**config.mk**
```make
export PLATFORM = sky130hd
export DESIGN_NAME = lcp_master
export DESIGN_NICKNAME = d
export VERILOG_FILES = /design/src/lcp_pkg.sv /design/src/lcp_sync.sv /design/src/lcp_div.sv /design/src/lcp_master.sv
export SDC_FILE = /design/constraint.sdc
export NUM_CORES = 1
export LEC_CHECK = 0
export BUFFER_PORTS_ARGS = -buffer_cell sky130_fd_sc_hd__buf_2
export CAP_MARGIN = 20
export CORE_ASPECT_RATIO = 1.2
export CORE_MARGIN = 2
export CORE_UTILIZATION = 30
export DETAILED_ROUTE_END_ITERATION = 16
export GPL_TIMING_DRIVEN = 0
export HOLD_SLACK_MARGIN = 0.1
export PLACE_DENSITY = 0.53
export REMOVE_ABC_BUFFERS = 1
export SLEW_MARGIN = 20
export SYNTH_ARGS = -nofsm -noshare
export SYNTH_HDL_FRONTEND = slang
export SYNTH_HIERARCHICAL = 1
export SYNTH_SLANG_ARGS = --single-unit
export TNS_END_PERCENT = 20
```
**constraint.sdc**
```tcl
create_clock -name i_mclk -period 3.3 [get_ports i_mclk]
set_input_delay 0.495 -clock i_mclk [delete_from_list [all_inputs] [get_ports i_mclk]]
set_output_delay 0.495 -clock i_mclk [all_outputs]
set_load 0.05 [all_outputs]
```
**src/lcp_pkg.sv**
```systemverilog
// package: register map, device map, timing and types for the lamp config port master
package lcp_pkg;
  // ----------------------------------------
  // own registers on the AHB-Lite slave
  // ----------------------------------------
  localparam logic [3:0] REG_CTRL = 4'h0;
  localparam logic [3:0] REG_MEM = 4'h4;
  localparam logic [3:0] REG_WDATA = 4'h8;
  localparam logic [3:0] REG_STATUS = 4'hC;
  localparam int CTRL_GO_BIT = 0;
  localparam int CTRL_OP_BIT = 1;
  localparam int CTRL_SEL_BIT = 2;
  localparam int STAT_BUSY_BIT = 0;
  localparam int STAT_NACK_BIT = 1;
  localparam int STAT_RDATA_LSB = 8;
  localparam logic [7:0] CMD_RESET = 8'h00;
  // ----------------------------------------
  // device side map
  // ----------------------------------------
  localparam logic [5:0] ADDR_PREFIX = 6'h28;
  localparam logic [7:0] CTRL_TWO_ADDR = 8'hF5;
  localparam logic [7:0] CTRL_TWO_RESET = 8'h08;
  localparam logic [7:0] USER_MEM_BASE = 8'hF8;
  localparam int C2_WRITE_PERMIT_BIT = 0;
  localparam int C2_OSC_RANGE_LSB = 1;
  localparam int C2_SAMPLE_RATE_LSB = 3;
  localparam int C2_CHAN_DISABLE_LSB = 5;
  localparam int C2_RESERVED_BIT = 7;
  // ----------------------------------------
  // timing
  // ----------------------------------------
  localparam int CLK_PERIOD_NS = 5;
  localparam int SCL_QTR_NS = 2500;
  localparam int QTR_CYCLES = (SCL_QTR_NS + CLK_PERIOD_NS - 1) / CLK_PERIOD_NS;
  // ----------------------------------------
  // types
  // ----------------------------------------
  typedef enum logic [1:0] {
    ST_IDLE = 2'b00,
    ST_START = 2'b01,
    ST_BIT = 2'b10,
    ST_STOP = 2'b11
  } lcp_state_t;
  typedef struct packed {
    logic op_read;
    logic dev_sel;
    logic [7:0] mem;
    logic [7:0] wdata;
  } lcp_cmd_t;
endpackage : lcp_pkg

```
**src/lcp_sync.sv**
```systemverilog
// two flip-flop synchroniser for pin inputs
`timescale 1ns/1ps
module lcp_sync #(
  parameter int WIDTH = 1
) (
  input wire logic i_mclk,
  input wire logic i_reset,
  input wire logic [WIDTH-1:0] i_async,
  output logic [WIDTH-1:0] o_sync
);
  logic [WIDTH-1:0] meta;
  always_ff @(posedge i_mclk or posedge i_reset) begin
    if (i_reset) begin
      meta <= '1;
      o_sync <= '1;
    end else begin
      meta <= i_async;
      o_sync <= meta;
    end
  end
endmodule : lcp_sync

```
**src/lcp_div.sv**
```systemverilog
// divider giving a one-cycle enable pulse every DIV cycles while enabled
`timescale 1ns/1ps
module lcp_div #(
  parameter int DIV = 4
) (
  input wire logic i_mclk,
  input wire logic i_reset,
  input wire logic i_en,
  output logic o_tick
);
  localparam int CW = $clog2(DIV + 1);
  logic [CW-1:0] cnt;
  logic [CW-1:0] next_cnt;
  logic next_tick;
  if (DIV < 2) begin : g_bad
    $error("lcp_div: DIV must be at least 2");
  end
  always_comb begin
    next_cnt = '0;
    next_tick = 1'b0;
    if (i_en) begin
      if (cnt == CW'(DIV - 1)) begin
        next_tick = 1'b1;
      end else begin
        next_cnt = cnt + 1'b1;
      end
    end
  end
  always_ff @(posedge i_mclk or posedge i_reset) begin
    if (i_reset) begin
      cnt <= '0;
      o_tick <= 1'b0;
    end else begin
      cnt <= next_cnt;
      o_tick <= next_tick;
    end
  end
endmodule : lcp_div

```
**src/lcp_master.sv**
```systemverilog
// two-wire master for the lamp controller config port, driven from an AHB-Lite slave
//
// Chosen here: the placing of the registers and the AHB-Lite interface to the registers.
`timescale 1ns/1ps
//
// Contract
// - host keeps control_two bit7 at zero
// - host makes every clock, start, stop
// - start: data falls while clock high
// - stop: data rises while clock high
// - repeated start begins new transfer
// - host changes data only while clock low
// - host releases data before reading bits
// - ninth bit is acknowledge from receiver
// - eight bits msb first then acknowledge
// - host not-acknowledges last read byte
// - second write byte is memory address
// - write: address, memory, data, stop
// - read: address, memory, restart, address, byte
module lcp_master #(
  parameter int QTR = lcp_pkg::QTR_CYCLES
) (
  input wire logic i_mclk,
  input wire logic i_reset,
  input wire logic i_hsel,
  input wire logic [31:0] i_haddr,
  input wire logic [1:0] i_htrans,
  input wire logic i_hwrite,
  input wire logic [2:0] i_hsize,
  input wire logic [31:0] i_hwdata,
  input wire logic i_hready,
  output logic o_hreadyout,
  output logic o_hresp,
  output logic [31:0] o_hrdata,
  output logic o_scl_out,
  output logic o_scl_oe_n,
  input wire logic i_sda,
  output logic o_sda_out,
  output logic o_sda_oe_n
);
  if (QTR < 2) begin : g_bad
    $error("lcp_master: QTR must be at least 2");
  end

  // ----------------------------------------
  // pins and quarter-period tick
  // ----------------------------------------
  logic sda_s;
  logic tick;
  logic busy;
  lcp_sync #(.WIDTH(1)) u_sync (
    .i_mclk(i_mclk),
    .i_reset(i_reset),
    .i_async(i_sda),
    .o_sync(sda_s)
  );
  lcp_div #(.DIV(QTR)) u_div (
    .i_mclk(i_mclk),
    .i_reset(i_reset),
    .i_en(busy),
    .o_tick(tick)
  );
  assign o_scl_out = 1'b0;
  assign o_sda_out = 1'b0;
  assign o_hreadyout = 1'b1;
  assign o_hresp = 1'b0;

  // ----------------------------------------
  // AHB-Lite slave
  // ----------------------------------------
  logic a_valid;
  logic a_write;
  logic [3:0] a_addr;
  lcp_pkg::lcp_cmd_t cmd;
  logic nack;
  logic [7:0] rdata;
  logic next_a_valid;
  logic next_a_write;
  logic [3:0] next_a_addr;
  logic [31:0] next_hrdata;
  lcp_pkg::lcp_cmd_t next_cmd;
  logic start_req;
  logic addr_phase;

  assign addr_phase = i_hsel && i_htrans[1] && i_hready;

  always_comb begin
    next_a_valid = addr_phase;
    next_a_write = i_hwrite;
    next_a_addr = {i_haddr[3:2], 2'b00};
    next_hrdata = 32'h0000_0000;
    next_cmd = cmd;
    start_req = 1'b0;
    if (addr_phase && !i_hwrite) begin
      case ({i_haddr[3:2], 2'b00})
        lcp_pkg::REG_CTRL: begin
          next_hrdata[lcp_pkg::CTRL_OP_BIT] = cmd.op_read;
          next_hrdata[lcp_pkg::CTRL_SEL_BIT] = cmd.dev_sel;
        end
        lcp_pkg::REG_MEM: next_hrdata[7:0] = cmd.mem;
        lcp_pkg::REG_WDATA: next_hrdata[7:0] = cmd.wdata;
        lcp_pkg::REG_STATUS: begin
          next_hrdata[lcp_pkg::STAT_BUSY_BIT] = busy;
          next_hrdata[lcp_pkg::STAT_NACK_BIT] = nack;
          next_hrdata[lcp_pkg::STAT_RDATA_LSB +: 8] = rdata;
        end
        default: next_hrdata = 32'h0000_0000;
      endcase
    end
    if (a_valid && a_write && !busy) begin
      case (a_addr)
        lcp_pkg::REG_CTRL: begin
          next_cmd.op_read = i_hwdata[lcp_pkg::CTRL_OP_BIT];
          next_cmd.dev_sel = i_hwdata[lcp_pkg::CTRL_SEL_BIT];
          start_req = i_hwdata[lcp_pkg::CTRL_GO_BIT];
        end
        lcp_pkg::REG_MEM: next_cmd.mem = i_hwdata[7:0];
        lcp_pkg::REG_WDATA: next_cmd.wdata = i_hwdata[7:0];
        default: next_cmd = cmd;
      endcase
    end
  end

  always_ff @(posedge i_mclk or posedge i_reset) begin
    if (i_reset) begin
      a_valid <= 1'b0;
      a_write <= 1'b0;
      a_addr <= 4'h0;
      o_hrdata <= 32'h0000_0000;
      cmd <= '{1'b0, 1'b0, lcp_pkg::CMD_RESET, lcp_pkg::CMD_RESET};
    end else begin
      a_valid <= next_a_valid;
      a_write <= next_a_write;
      a_addr <= next_a_addr;
      o_hrdata <= next_hrdata;
      cmd <= next_cmd;
    end
  end

  // ----------------------------------------
  // byte loader
  // ----------------------------------------
  function automatic logic [8:0] load_byte(input logic [1:0] idx, input lcp_pkg::lcp_cmd_t c);
    logic [7:0] wd;
    wd = c.wdata;
    if (c.mem == lcp_pkg::CTRL_TWO_ADDR) begin
      wd[lcp_pkg::C2_RESERVED_BIT] = 1'b0;
    end
    case (idx)
      2'd0: load_byte = {lcp_pkg::ADDR_PREFIX, c.dev_sel, 1'b0, 1'b1};
      2'd1: load_byte = {c.mem, 1'b1};
      2'd2: load_byte = c.op_read ? {lcp_pkg::ADDR_PREFIX, c.dev_sel, 1'b1, 1'b1}
                                  : {wd, 1'b1};
      default: load_byte = 9'h1FF;
    endcase
  endfunction : load_byte

  // ----------------------------------------
  // bus engine
  // ----------------------------------------
  lcp_pkg::lcp_state_t st;
  lcp_pkg::lcp_state_t next_st;
  logic [1:0] q;
  logic [3:0] bit_cnt;
  logic [1:0] byte_idx;
  logic [8:0] shift;
  logic [8:0] rx;
  logic next_scl_oe_n;
  logic next_sda_oe_n;
  logic [1:0] next_q;
  logic [3:0] next_bit_cnt;
  logic [1:0] next_byte_idx;
  logic [8:0] next_shift;
  logic [8:0] next_rx;
  logic next_busy;
  logic next_nack;
  logic [7:0] next_rdata;

  always_comb begin
    next_st = st;
    next_scl_oe_n = o_scl_oe_n;
    next_sda_oe_n = o_sda_oe_n;
    next_q = q;
    next_bit_cnt = bit_cnt;
    next_byte_idx = byte_idx;
    next_shift = shift;
    next_rx = rx;
    next_busy = busy;
    next_nack = nack;
    next_rdata = rdata;
    if (st == lcp_pkg::ST_IDLE) begin
      next_scl_oe_n = 1'b1;
      next_sda_oe_n = 1'b1;
      if (start_req) begin
        next_st = lcp_pkg::ST_START;
        next_q = 2'd0;
        next_byte_idx = 2'd0;
        next_busy = 1'b1;
        next_nack = 1'b0;
      end
    end else if (tick) begin
      next_q = q + 2'd1;
      case (st)
        lcp_pkg::ST_START: begin
          case (q)
            2'd0: next_sda_oe_n = 1'b1;
            2'd1: next_scl_oe_n = 1'b1;
            2'd2: next_sda_oe_n = 1'b0;
            default: begin
              next_scl_oe_n = 1'b0;
              next_st = lcp_pkg::ST_BIT;
              next_shift = load_byte(byte_idx, cmd);
              next_bit_cnt = 4'd0;
            end
          endcase
        end
        lcp_pkg::ST_BIT: begin
          case (q)
            2'd0: next_sda_oe_n = shift[8];
            2'd1: next_scl_oe_n = 1'b1;
            2'd2: next_rx = {rx[7:0], sda_s};
            default: begin
              next_scl_oe_n = 1'b0;
              if (bit_cnt != 4'd8) begin
                next_bit_cnt = bit_cnt + 4'd1;
                next_shift = {shift[7:0], 1'b1};
              end else if (cmd.op_read && byte_idx == 2'd3) begin
                next_rdata = rx[8:1];
                next_st = lcp_pkg::ST_STOP;
              end else if (rx[0]) begin
                next_nack = 1'b1;
                next_st = lcp_pkg::ST_STOP;
              end else if (!cmd.op_read && byte_idx == 2'd2) begin
                next_st = lcp_pkg::ST_STOP;
              end else if (cmd.op_read && byte_idx == 2'd1) begin
                next_byte_idx = 2'd2;
                next_st = lcp_pkg::ST_START;
              end else begin
                next_byte_idx = byte_idx + 2'd1;
                next_shift = load_byte(byte_idx + 2'd1, cmd);
                next_bit_cnt = 4'd0;
              end
            end
          endcase
        end
        lcp_pkg::ST_STOP: begin
          case (q)
            2'd0: next_sda_oe_n = 1'b0;
            2'd1: next_scl_oe_n = 1'b1;
            2'd2: next_sda_oe_n = 1'b1;
            default: begin
              next_st = lcp_pkg::ST_IDLE;
              next_busy = 1'b0;
            end
          endcase
        end
        default: next_st = lcp_pkg::ST_IDLE;
      endcase
    end
  end

  always_ff @(posedge i_mclk or posedge i_reset) begin
    if (i_reset) begin
      st <= lcp_pkg::ST_IDLE;
      o_scl_oe_n <= 1'b1;
      o_sda_oe_n <= 1'b1;
      q <= 2'd0;
      bit_cnt <= 4'd0;
      byte_idx <= 2'd0;
      shift <= 9'h1FF;
      rx <= 9'h000;
      busy <= 1'b0;
      nack <= 1'b0;
      rdata <= 8'h00;
    end else begin
      st <= next_st;
      o_scl_oe_n <= next_scl_oe_n;
      o_sda_oe_n <= next_sda_oe_n;
      q <= next_q;
      bit_cnt <= next_bit_cnt;
      byte_idx <= next_byte_idx;
      shift <= next_shift;
      rx <= next_rx;
      busy <= next_busy;
      nack <= next_nack;
      rdata <= next_rdata;
    end
  end
endmodule : lcp_master

```
After elaboration in Yosys (flattened, before gate mapping)
Index checks and enable logic that the tools add are counted.

cells by class
  $add $sub $neg = 4
  $mul = 0
  div/mod/pow operators = 0
  magnitude comparators = 0
  equal/unequal tests = 40
  shift operators = 0
  mux-type cells = 80
  bitwise logic cells = 3
  reduce and logical (&&, ||, !) cells = 40

operators by type and width
  operator                                                                number
  9-bit two-way mux                                                       10
  9-bit one-hot mux with 3 select lines                                   2
  2-bit two-way mux                                                       23
  3-bit != test (second input constant)                                   10
  4-bit two-way mux                                                       7
  1-bit two-way mux                                                       24
  2-bit equality test (second input constant)                             9
  9-bit one-hot mux with 2 select lines                                   1
  16-bit two-way mux                                                      1
  7-bit AND reduction                                                     2
  2-bit by 1-bit equality test with 1-bit output (second input constant)  6
  2-bit != test (second input constant)                                   6
  4-bit != test (second input constant)                                   3
  4-bit AND reduction                                                     3
  2-bit zero test                                                         5
  5-bit one-hot mux with 2 select lines                                   1
  2-bit nonzero test                                                      5
  9-bit by 1-bit adder with 9-bit output (second input constant)          1
  9-bit equality test (second input constant)                             1
  1-bit one-hot mux with 3 select lines                                   3
  9-bit AND reduction                                                     1
  8-bit equality test (second input constant)                             1
  1-bit logical AND                                                       8
  8-bit two-way mux                                                       1
  20 further kinds                                                        33

storage, ports and cells
  flip-flop bits (word level) = 106
  latch bits = 0
  bits in writable memories = 0
  memory bits (read-only) = 0
  input bits = 75
  memories kept = 0

Logic depth before layout (Yosys ltp)
Gate-level depths: netlist of the first run.

  depth after elaboration = 11
  mapped depth = 8

By module
Netlist of the first run, hierarchy kept.

by module, submodules not included
  module      times used  cells an instance  area each (um^2)  seq. area each (um^2)
  lcp_master  1           362                4142.7            1939.4
  lcp_div     1           51                 533.0             250.2
  lcp_sync    1           3                  56.3              52.6

Worst setup path before layout of the first run
OpenSTA, ideal clock, no wires.

  kind = register to register
  start point = register byte_idx[1]
  end point = register shift[3]
  library setup time = 82 ps
  arrival = 1971 ps
  data required time = 3218 ps
  setup slack = 1247 ps
  cell stages (with the launch flop) = 8
  buffers on the path = 1
  period minus slack after synthesis = 2053 ps
  cell sequence = dfrtp_1 > inv_1 > ha_1 > buf_6 > nor4b_4 > nor3_4 > a21oi_4 > mux2_2

on the way
  longest elaborated chain between the ends = 10

RTL lines
  what                                         RTL line           source
  start: declaration                           lcp_master.sv:165  logic [1:0] byte_idx;
  start signal: assignment                     lcp_master.sv:281  byte_idx <= next_byte_idx;
  2-bit by 1-bit adder with 2-bit output       lcp_master.sv:240  next_shift = load_byte(byte_idx + 2'd1, cmd);
  2-bit equality test (tied with other cells)  lcp_master.sv:149  case (idx)
  9-bit one-hot mux with 3 select lines        lcp_master.sv:149
  9-bit two-way mux                            lcp_master.sv:235  end else if (cmd.op_read && byte_idx == 2'd1) begin
  9-bit two-way mux                            lcp_master.sv:233  end else if (!cmd.op_read && byte_idx == 2'd2) begin
  9-bit two-way mux                            lcp_master.sv:230  end else if (rx[0]) begin
  9-bit two-way mux                            lcp_master.sv:227  end else if (cmd.op_read && byte_idx == 2'd3) begin
  9-bit two-way mux                            lcp_master.sv:224  if (bit_cnt != 4'd8) begin
  9-bit two-way mux                            lcp_master.sv:218  case (q)
  9-bit one-hot mux with 2 select lines        lcp_master.sv:203  case (st)
  end signal: assignment                       lcp_master.sv:282  shift <= next_shift;
  end: declaration                             lcp_master.sv:166  logic [8:0] shift;

Several ways; a longest one is shown, not always the timed one. The select of a mux whose other input is x is not followed.
A chain may end at the register's enable or synchronous reset.

Worst setup path after layout of the first run
  start point = register st[0]
  end point = register rdata[2]

on the way
  longest elaborated chain between the ends = 3

RTL lines
  what                                      RTL line           source
  start: declaration                        lcp_master.sv:161  lcp_pkg::lcp_state_t st;
  start signal: assignment                  lcp_master.sv:264  st <= lcp_pkg::ST_IDLE;
  start signal: assignment                  lcp_master.sv:276  st <= next_st;
  2-bit zero test                           lcp_master.sv:191  if (st == lcp_pkg::ST_IDLE) begin
  1-bit inverter (no source line)           -
  6-bit AND reduction (no source line) (*)  -
  end signal: assignment                    lcp_master.sv:286  rdata <= next_rdata;
  end: declaration                          lcp_master.sv:76   logic [7:0] rdata;

Every way passes the cells marked *; elsewhere a longest branch is shown, timed or not.

==> results of run 1 <==
## Yosys cell counts (2+ instances only)
library cell	number	area share, %
sky130_fd_sc_hd__a211oi_1	5	0.79
sky130_fd_sc_hd__conb_1	2	0.16
sky130_fd_sc_hd__nand4b_1	2	0.37
sky130_fd_sc_hd__nand2_1	23	1.8
sky130_fd_sc_hd__buf_2	4	0.42
sky130_fd_sc_hd__a31oi_1	4	0.53
sky130_fd_sc_hd__nand4_1	2	0.26
sky130_fd_sc_hd__ha_1	25	6.6
sky130_fd_sc_hd__xor2_1	2	0.37
sky130_fd_sc_hd__nand2b_1	3	0.40
sky130_fd_sc_hd__a22oi_1	7	1.1
sky130_fd_sc_hd__a221oi_1	6	1.1
sky130_fd_sc_hd__nor2b_1	6	0.79
sky130_fd_sc_hd__or3_1	3	0.40
sky130_fd_sc_hd__o31ai_1	4	0.63
sky130_fd_sc_hd__o211ai_1	3	0.48
sky130_fd_sc_hd__nand3_1	8	0.85
sky130_fd_sc_hd__a222oi_1	4	0.85
sky130_fd_sc_hd__dfrtp_1	77	41
sky130_fd_sc_hd__nand3b_1	2	0.32
sky130_fd_sc_hd__nor3_4	2	0.69
sky130_fd_sc_hd__buf_4	20	3.2
sky130_fd_sc_hd__o311ai_2	2	0.69
sky130_fd_sc_hd__and3b_1	2	0.37
sky130_fd_sc_hd__nor2_1	17	1.3
sky130_fd_sc_hd__and3_1	9	1.2
sky130_fd_sc_hd__nor4_1	2	0.26
sky130_fd_sc_hd__o21ai_0	17	1.8
sky130_fd_sc_hd__mux2i_1	8	1.7
sky130_fd_sc_hd__clkbuf_1	5	0.40
sky130_fd_sc_hd__nor3_1	6	0.63
sky130_fd_sc_hd__dfstp_2	12	6.7
sky130_fd_sc_hd__inv_1	23	1.8
sky130_fd_sc_hd__a21oi_1	7	0.74
sky130_fd_sc_hd__o22ai_1	6	0.79
sky130_fd_sc_hd__mux2_2	41	9.8
sky130_fd_sc_hd__o21a_1	2	0.32
sky130_fd_sc_hd__a21o_1	9	1.4
## report_power, final
group | leakage, nW | switching (mW) | total [mW] | internal, mW
clock network | 0.153 | 0.412 | 1.10 | 0.686
logic | 1.21 | 0.119 | 0.186 | 0.0668
registers | 1.13 | 0.0738 | 1.22 | 1.14
total | 2.49 | 0.605 | 2.50 | 1.89
## sequential cells by signal (all words and copies together), names as in the netlist
register       flops
q                  2
nack               1
u_sync/o_sync      1
u_div/o_tick       1
a_valid            1
a_addr             2
busy               1
st                 2
byte_idx           2
u_sync/meta        1
rdata              8
a_write            1
u_div/cnt          9
shift              8
o_scl_oe_n         1
bit_cnt            4
o_sda_oe_n         1
o_hrdata          16
rx                 9
cmd               18
## metal layers
layer	wire, µm	global-route usage (%)	vias to the layer above
met4	199	5.39	0
met5	0	0	-
li1	-	-	1545
met2	5140	21.6	93
met1	4460	15.7	1640
met3	367	2.01	16
## area by class of cell
cell class / instances / share of cell area [%]
multi-input combinational: 290 / 42.1
sequential: 89 / 41.7
tap: 208 / 4.84
clock buffer: 12 / 4.59
timing repair buffer: 35 / 3.68
inverter: 23 / 1.65
clock inverter: 4 / 1.42
## path summary, 6_finish.rpt
| check | from | endpoint | slack [ns] | cells past startpoint |
|---|---|---|---|---|
| max | st[0]$_DFFE_PP0P_ | rdata[2]$_DFFE_PP0P_ | 0.47 | 5 |
| min | i_reset | u_div/cnt[8]$_DFF_PP0_ | 0.16 | 2 |
| max reg2reg | st[0]$_DFFE_PP0P_ | rdata[2]$_DFFE_PP0P_ | 0.47 | 5 |
| min reg2reg | u_sync/meta$_DFF_PP1_ | u_sync/o_sync$_DFF_PP1_ | 0.36 | 0 |
| max in group asynchronous | i_reset | shift[5]$_DFFE_PP1P_ | 2.49 | 3 |
| min in group i_mclk | i_sda | u_sync/meta$_DFF_PP1_ | 0.25 | 1 |
## logic make-up after synthesis
logic type      synth area share [%]
compound gates                  14.6
xor+xnor                       0.555
fa+ha+maj                       6.61
buf+inv                         6.24
flops                           47.4
mux                             11.4
other cells                    0.159
simple gates                    13.0
## stage by stage
| stage | setup TNS (ns) | worst slack (ns) | hold slack [ns] | std cells | util [%] |
|---|---|---|---|---|---|
| finish | 0 | 0.466 | 0.159 | 661 | 34.6 |
| global route | 0 | 0.248 | 0.209 | 661 | 34.6 |
| CTS | 0 | 0.439 | 0.172 | 661 | 34.6 |
| detailed placement | 0 | 0.462 | 0.356 | 645 | 32.6 |
| global placement | -6.86 | -0.105 | 0.346 | 644 | 32.4 |
| floorplan | 0 | 0.855 | 0.335 | 402 | - |
==> metrics, run 1 <==
DR WL/cell 15.4 µm; cell family contributing the most delay on the critical path simple AND/OR/NAND/NOR gates; Area Overhead vs Synth 13.6%; type of destination of the critical path flip-flop; CTS tree built; buffers added on ports 34; mean post-synth cell area 11.4 µm²; antenna viol nets, final 0; total DRC errors in the routed layout 0; hold bufs inserted after CTS 0; static leakage 2.49 nW; Die ar. 16800 µm²; final weighted congestion in routability-driven placement 0.824; antenna violations before repair 0; count of state elements after synthesis 89; maximum count of clock buffers along a single path 2; register area share after synthesis 47.4%; Tot GR Track Use 12.6%; register clock-pin slew on the reported worst setup and hold paths 0.06 ns; WP data required 3.53 ns; worst vdd rail ir drop 0.259 mV; most frequently used flop master after synthesis sky130_fd_sc_hd__dfrtp_1; P per Cell Area 465 nW/µm²; slowest CP cell sky130_fd_sc_hd__ha_1; Hold Crit Class input port to asynchronous set/reset pin; Site Rows 50; antenna cell count 0; count of buffers added by post-CTS timing repair for setup 0; final total power 2.50 mW; most common cell after layout, fill and taps aside sky130_fd_sc_hd__dfrtp_1; number of buffers inserted during clock tree synthesis 9; area of the core 15500 µm²; vias per std cell 4.98; grt ovf 0; outcome finished clean; post-detailed-placement cell area 5050 µm²; largest stage delay on the critical path 0.80 ns; multi-input gate area in the final layout 2260 µm²; final hold violations 0; first-pass GRT wire length 17.0 mm; category of the worst setup path launch point flip-flop; crit path DAT 3.06 ns; clock period minus worst slack 2.83 ns; Least-Margin Pin Slew 1.03 ns; synthesized area 4730 µm²; sequential cell area 2240 µm²; via total after detailed routing 3294; post_cts resized 0; CTS H-tree lvls 3; final worst-path cycle share 85.9%; fill cell instance count of the final layout 1577; die height 142 µm; vias in the first global route 3296; fraction of layout cells with a size suffix above 1 25.8%; total count of max-transition violations in the final report 0; largest net degree at the start of global routing 47; Die X 119 µm; CTS Sinks 89; Initial Util 30.5%; DR pass1 iterations 5; worst relative slew slack 31.2%; number of top-level pins 113; leading cell types in the layout, fill and taps excluded sky130_fd_sc_hd__dfrtp_1 (77), sky130_fd_sc_hd__mux2_2 (41), sky130_fd_sc_hd__buf_2 (34), sky130_fd_sc_hd__ha_1 (25), sky130_fd_sc_hd__nand2_1 (23); synth warn 6; max cap viols 0; classification of the worst setup path flip-flop to flip-flop; number of design-rule violations left by the first detailed-router iteration 257; maximum fanout count along the critical path 27; post-synth cell types 72; share of flip-flops with an asynchronous set or reset after synthesis 100%; post-route design area 5370 µm²; DRT Wirelength 10.2 mm; clock tree root buffer cell sky130_fd_sc_hd__clkbuf_16; number of enable-type register cells in the synthesized netlist 0; setup violation total in the final timing report 0; Buf+Inv Stages, Crit Path 1; number of cells produced by synthesis 416; worst path cell trace inv_1 > ha_1 > nand4b_1 > nor3_4 > mux2_2; DPL Wire Length 7.49 mm; Max Fclk 353 MHz; total number of nets in the final design 548; insertion delay to the later sink of the worst-skew pair 0.34 ns; Clock Skew 0.0101 ns; setup repair after global routing missed its margin no
(Power assumes the default switching activity.)
==> run 2: changes to the inputs <==
- CORE_ASPECT_RATIO: 1.2 -> default
- TNS_END_PERCENT: 20 -> 50
==> run 2 against run 1 <==
Against the previous run:
- combinational power about the same
- via count down 0.61%
- clock skew down 0.0029 ns
- routed wire length down 0.31%
- global-route usage about the same
- maximum frequency down 0.49%
==> metrics, run 2 (synthesis gave the netlist of run 1 again) <==
sw frac 24.2% (about the same); P per Cell Area 468 nW/µm² (was 465 nW/µm²); antenna violations before repair 0 (unchanged); Seq pwr share 48.2% (was 48.6%); worst vdd rail ir drop 0.200 mV (was 0.259 mV); first-pass GRT wire length 16.8 mm (was 17.0 mm); cell-internal power 1.91 mW (was 1.89 mW); maximum count of clock buffers along a single path 2 (unchanged); Site Rows 45 (was 50); Reg2Reg Capture Point rdata[3]$_DFFE_PP0P_ (was rdata[2]$_DFFE_PP0P_); power share of the combinational group 7.4% (about the same); Clock Skew 0.00717 ns (was 0.0101 ns); Die X 130 µm (was 119 µm); total count of max-transition violations in the final report 0 (unchanged); Hold Crit Class input port to asynchronous set/reset pin (unchanged); most common cell after layout, fill and taps aside sky130_fd_sc_hd__dfrtp_1 (unchanged); number of design-rule violations left by the first detailed-router iteration 151 (was 257); portion of total power attributed to the clock network 44.4% (was 43.9%); Buf+Inv Stages, Crit Path 1 (unchanged); fraction of layout cells with a size suffix above 1 26.3% (was 25.8%); max reg flops 18 (unchanged); buffers added on ports 34 (unchanged); setup tns final 0 ns (unchanged); largest stage delay on the critical path 0.82 ns (was 0.80 ns); slack of the worst reg-to-reg path 0.45 ns (was 0.47 ns); via total after detailed routing 3274 (was 3294); CTS H-tree lvls 3 (unchanged); count of buffers added by post-CTS timing repair for setup 0 (unchanged); DR WL/cell 15.3 µm (was 15.4 µm); Tot GR Track Use 12.6% (about the same); final total power 2.52 mW (was 2.50 mW); worst path cell trace inv_1 > ha_1 > nand4b_1 > nor3_4 > mux2_2 (unchanged); Die ar. 16800 µm² (about the same); setup violation total in the final timing report 0 (unchanged); antenna cell count 0 (unchanged); classification of the worst setup path flip-flop to flip-flop (unchanged); type of destination of the critical path flip-flop (unchanged); setup repair after global routing missed its margin no (unchanged); antenna viol nets, final 0 (unchanged); grt ovf 0 (unchanged); static leakage 2.50 nW (was 2.49 nW); outcome finished clean (unchanged); final weighted congestion in routability-driven placement 0.844 (was 0.824); slowest CP cell sky130_fd_sc_hd__ha_1 (unchanged); Area Overhead vs Synth 13.8% (was 13.6%); crit path DAT 3.07 ns (was 3.06 ns); fill cell instance count of the final layout 1533 (was 1577); largest net degree at the start of global routing 49 (was 47); max cap viols 0 (unchanged); Max Fclk 351 MHz (was 353 MHz); vias per std cell 4.93 (was 4.98); DPL Wire Length 7.35 mm (was 7.49 mm); clock tree root buffer cell sky130_fd_sc_hd__clkbuf_16 (unchanged); total DRC errors in the routed layout 0 (unchanged); worst reg2reg path depth 5 (unchanged); final worst-path cycle share 86.3% (was 85.9%); DRT Wirelength 10.1 mm (was 10.2 mm); worst relative slew slack 29.0% (was 31.2%); hold bufs inserted after CTS 0 (unchanged); die height 130 µm (was 142 µm); number of top-level pins 113 (unchanged); category of the worst setup path launch point flip-flop (unchanged); WP data required 3.52 ns (was 3.53 ns); Top Registers cmd x18, o_hrdata x16 (unchanged); largest register by flop count cmd (unchanged); register clock-pin slew on the reported worst setup and hold paths 0.06 ns (about the same); cell family contributing the most delay on the critical path simple AND/OR/NAND/NOR gates (unchanged); Initial Util 30.9% (was 30.5%); Util after Layout 35.2% (was 34.6%); Least-Margin Pin Slew 1.06 ns (was 1.03 ns); launch point of the worst path st[0]$_DFFE_PP0P_ (unchanged); leading cell types in the layout, fill and taps excluded sky130_fd_sc_hd__dfrtp_1 (77), sky130_fd_sc_hd__mux2_2 (41), sky130_fd_sc_hd__buf_2 (34), sky130_fd_sc_hd__ha_1 (25), sky130_fd_sc_hd__nand2_1 (23) (unchanged); multi-input gate area in the final layout 2260 µm² (unchanged); total number of nets in the final design 548 (unchanged); number of buffers inserted during clock tree synthesis 9 (unchanged); final hold violations 0 (unchanged); insertion delay to the later sink of the worst-skew pair 0.34 ns (about the same); maximum fanout count along the critical path 27 (unchanged); sequential cell area 2240 µm² (unchanged); area of the core 15300 µm² (was 15500 µm²); Reg-to-Reg Start st[0]$_DFFE_PP0P_ (unchanged); net switching power of the design 0.610 mW (was 0.605 mW); clock period minus worst slack 2.85 ns (was 2.83 ns); vias in the first global route 3263 (was 3296); CTS Sinks 89 (unchanged); DR pass1 iterations 5 (unchanged); post_cts resized 0 (unchanged); CTS tree built (unchanged)
-- run 2: layer usage --
layer,vias to the layer above,wire (µm),global-route usage [%]
met1,1638,4730,17.3
met5,-,0,0
li1,1542,-,-
met4,0,115,3.80
met2,84,4890,20.0
met3,10,405,2.85
-- run 2: worst max path at each step --
stage                             endpoint  slack, ns  depth (start not counted)
floorplan              a_addr[2]$_DFF_PP0_       0.85                          1
global placement    o_hrdata[15]$_DFF_PP0_      -0.09                          2
detailed placement    rdata[3]$_DFFE_PP0P_       0.45                          5
CTS                   rdata[3]$_DFFE_PP0P_       0.43                          5
global route          rdata[2]$_DFFE_PP0P_       0.26                          5
finish                rdata[3]$_DFFE_PP0P_       0.45                          5
-- run 2: metrics by stage --
| step | instance area (µm²) | hold WS (ns) | instances | setup WS [ns] |
|---|---|---|---|---|
| floorplan | 4590 | 0.335 | 402 | 0.855 |
| global placement | 5020 | 0.347 | 647 | -0.0924 |
| detailed placement | 5050 | 0.355 | 648 | 0.447 |
| CTS | 5390 | 0.167 | 664 | 0.434 |
| global route | 5390 | 0.184 | 664 | 0.265 |
| finish | 5390 | 0.166 | 664 | 0.452 |
-- run 2: cell type report --
class | count | area share, %
Clock buffer | 11 | 4.69
Inverter | 23 | 1.65
Multi-Input combinational cell | 290 | 42.0
Timing Repair Buffer | 35 | 3.67
Sequential cell | 89 | 41.6
Tap cell | 211 | 4.90
Clock inverter | 5 | 1.44
-- run 2: power groups by stage --
stage | clock network [mW] | registers, mW | logic, mW
2_1_floorplan | 0 | 1.21 | 0.145
3_3_place_gp | 0 | 1.23 | 0.179
3_5_place_dp | 0 | 1.23 | 0.188
4_1_cts | 1.15 | 1.21 | 0.189
5_1_grt | 1.19 | 1.22 | 0.204
6_report | 1.12 | 1.22 | 0.186
-- run 2: worst reg2reg max path, cell delays in order, from the launching register on --
cell                       delay (ns)
sky130_fd_sc_hd__dfrtp_1         0.40
sky130_fd_sc_hd__inv_1           0.11
sky130_fd_sc_hd__ha_1            0.82
sky130_fd_sc_hd__nand4b_1        0.46
sky130_fd_sc_hd__nor3_4          0.55
sky130_fd_sc_hd__mux2_2          0.39
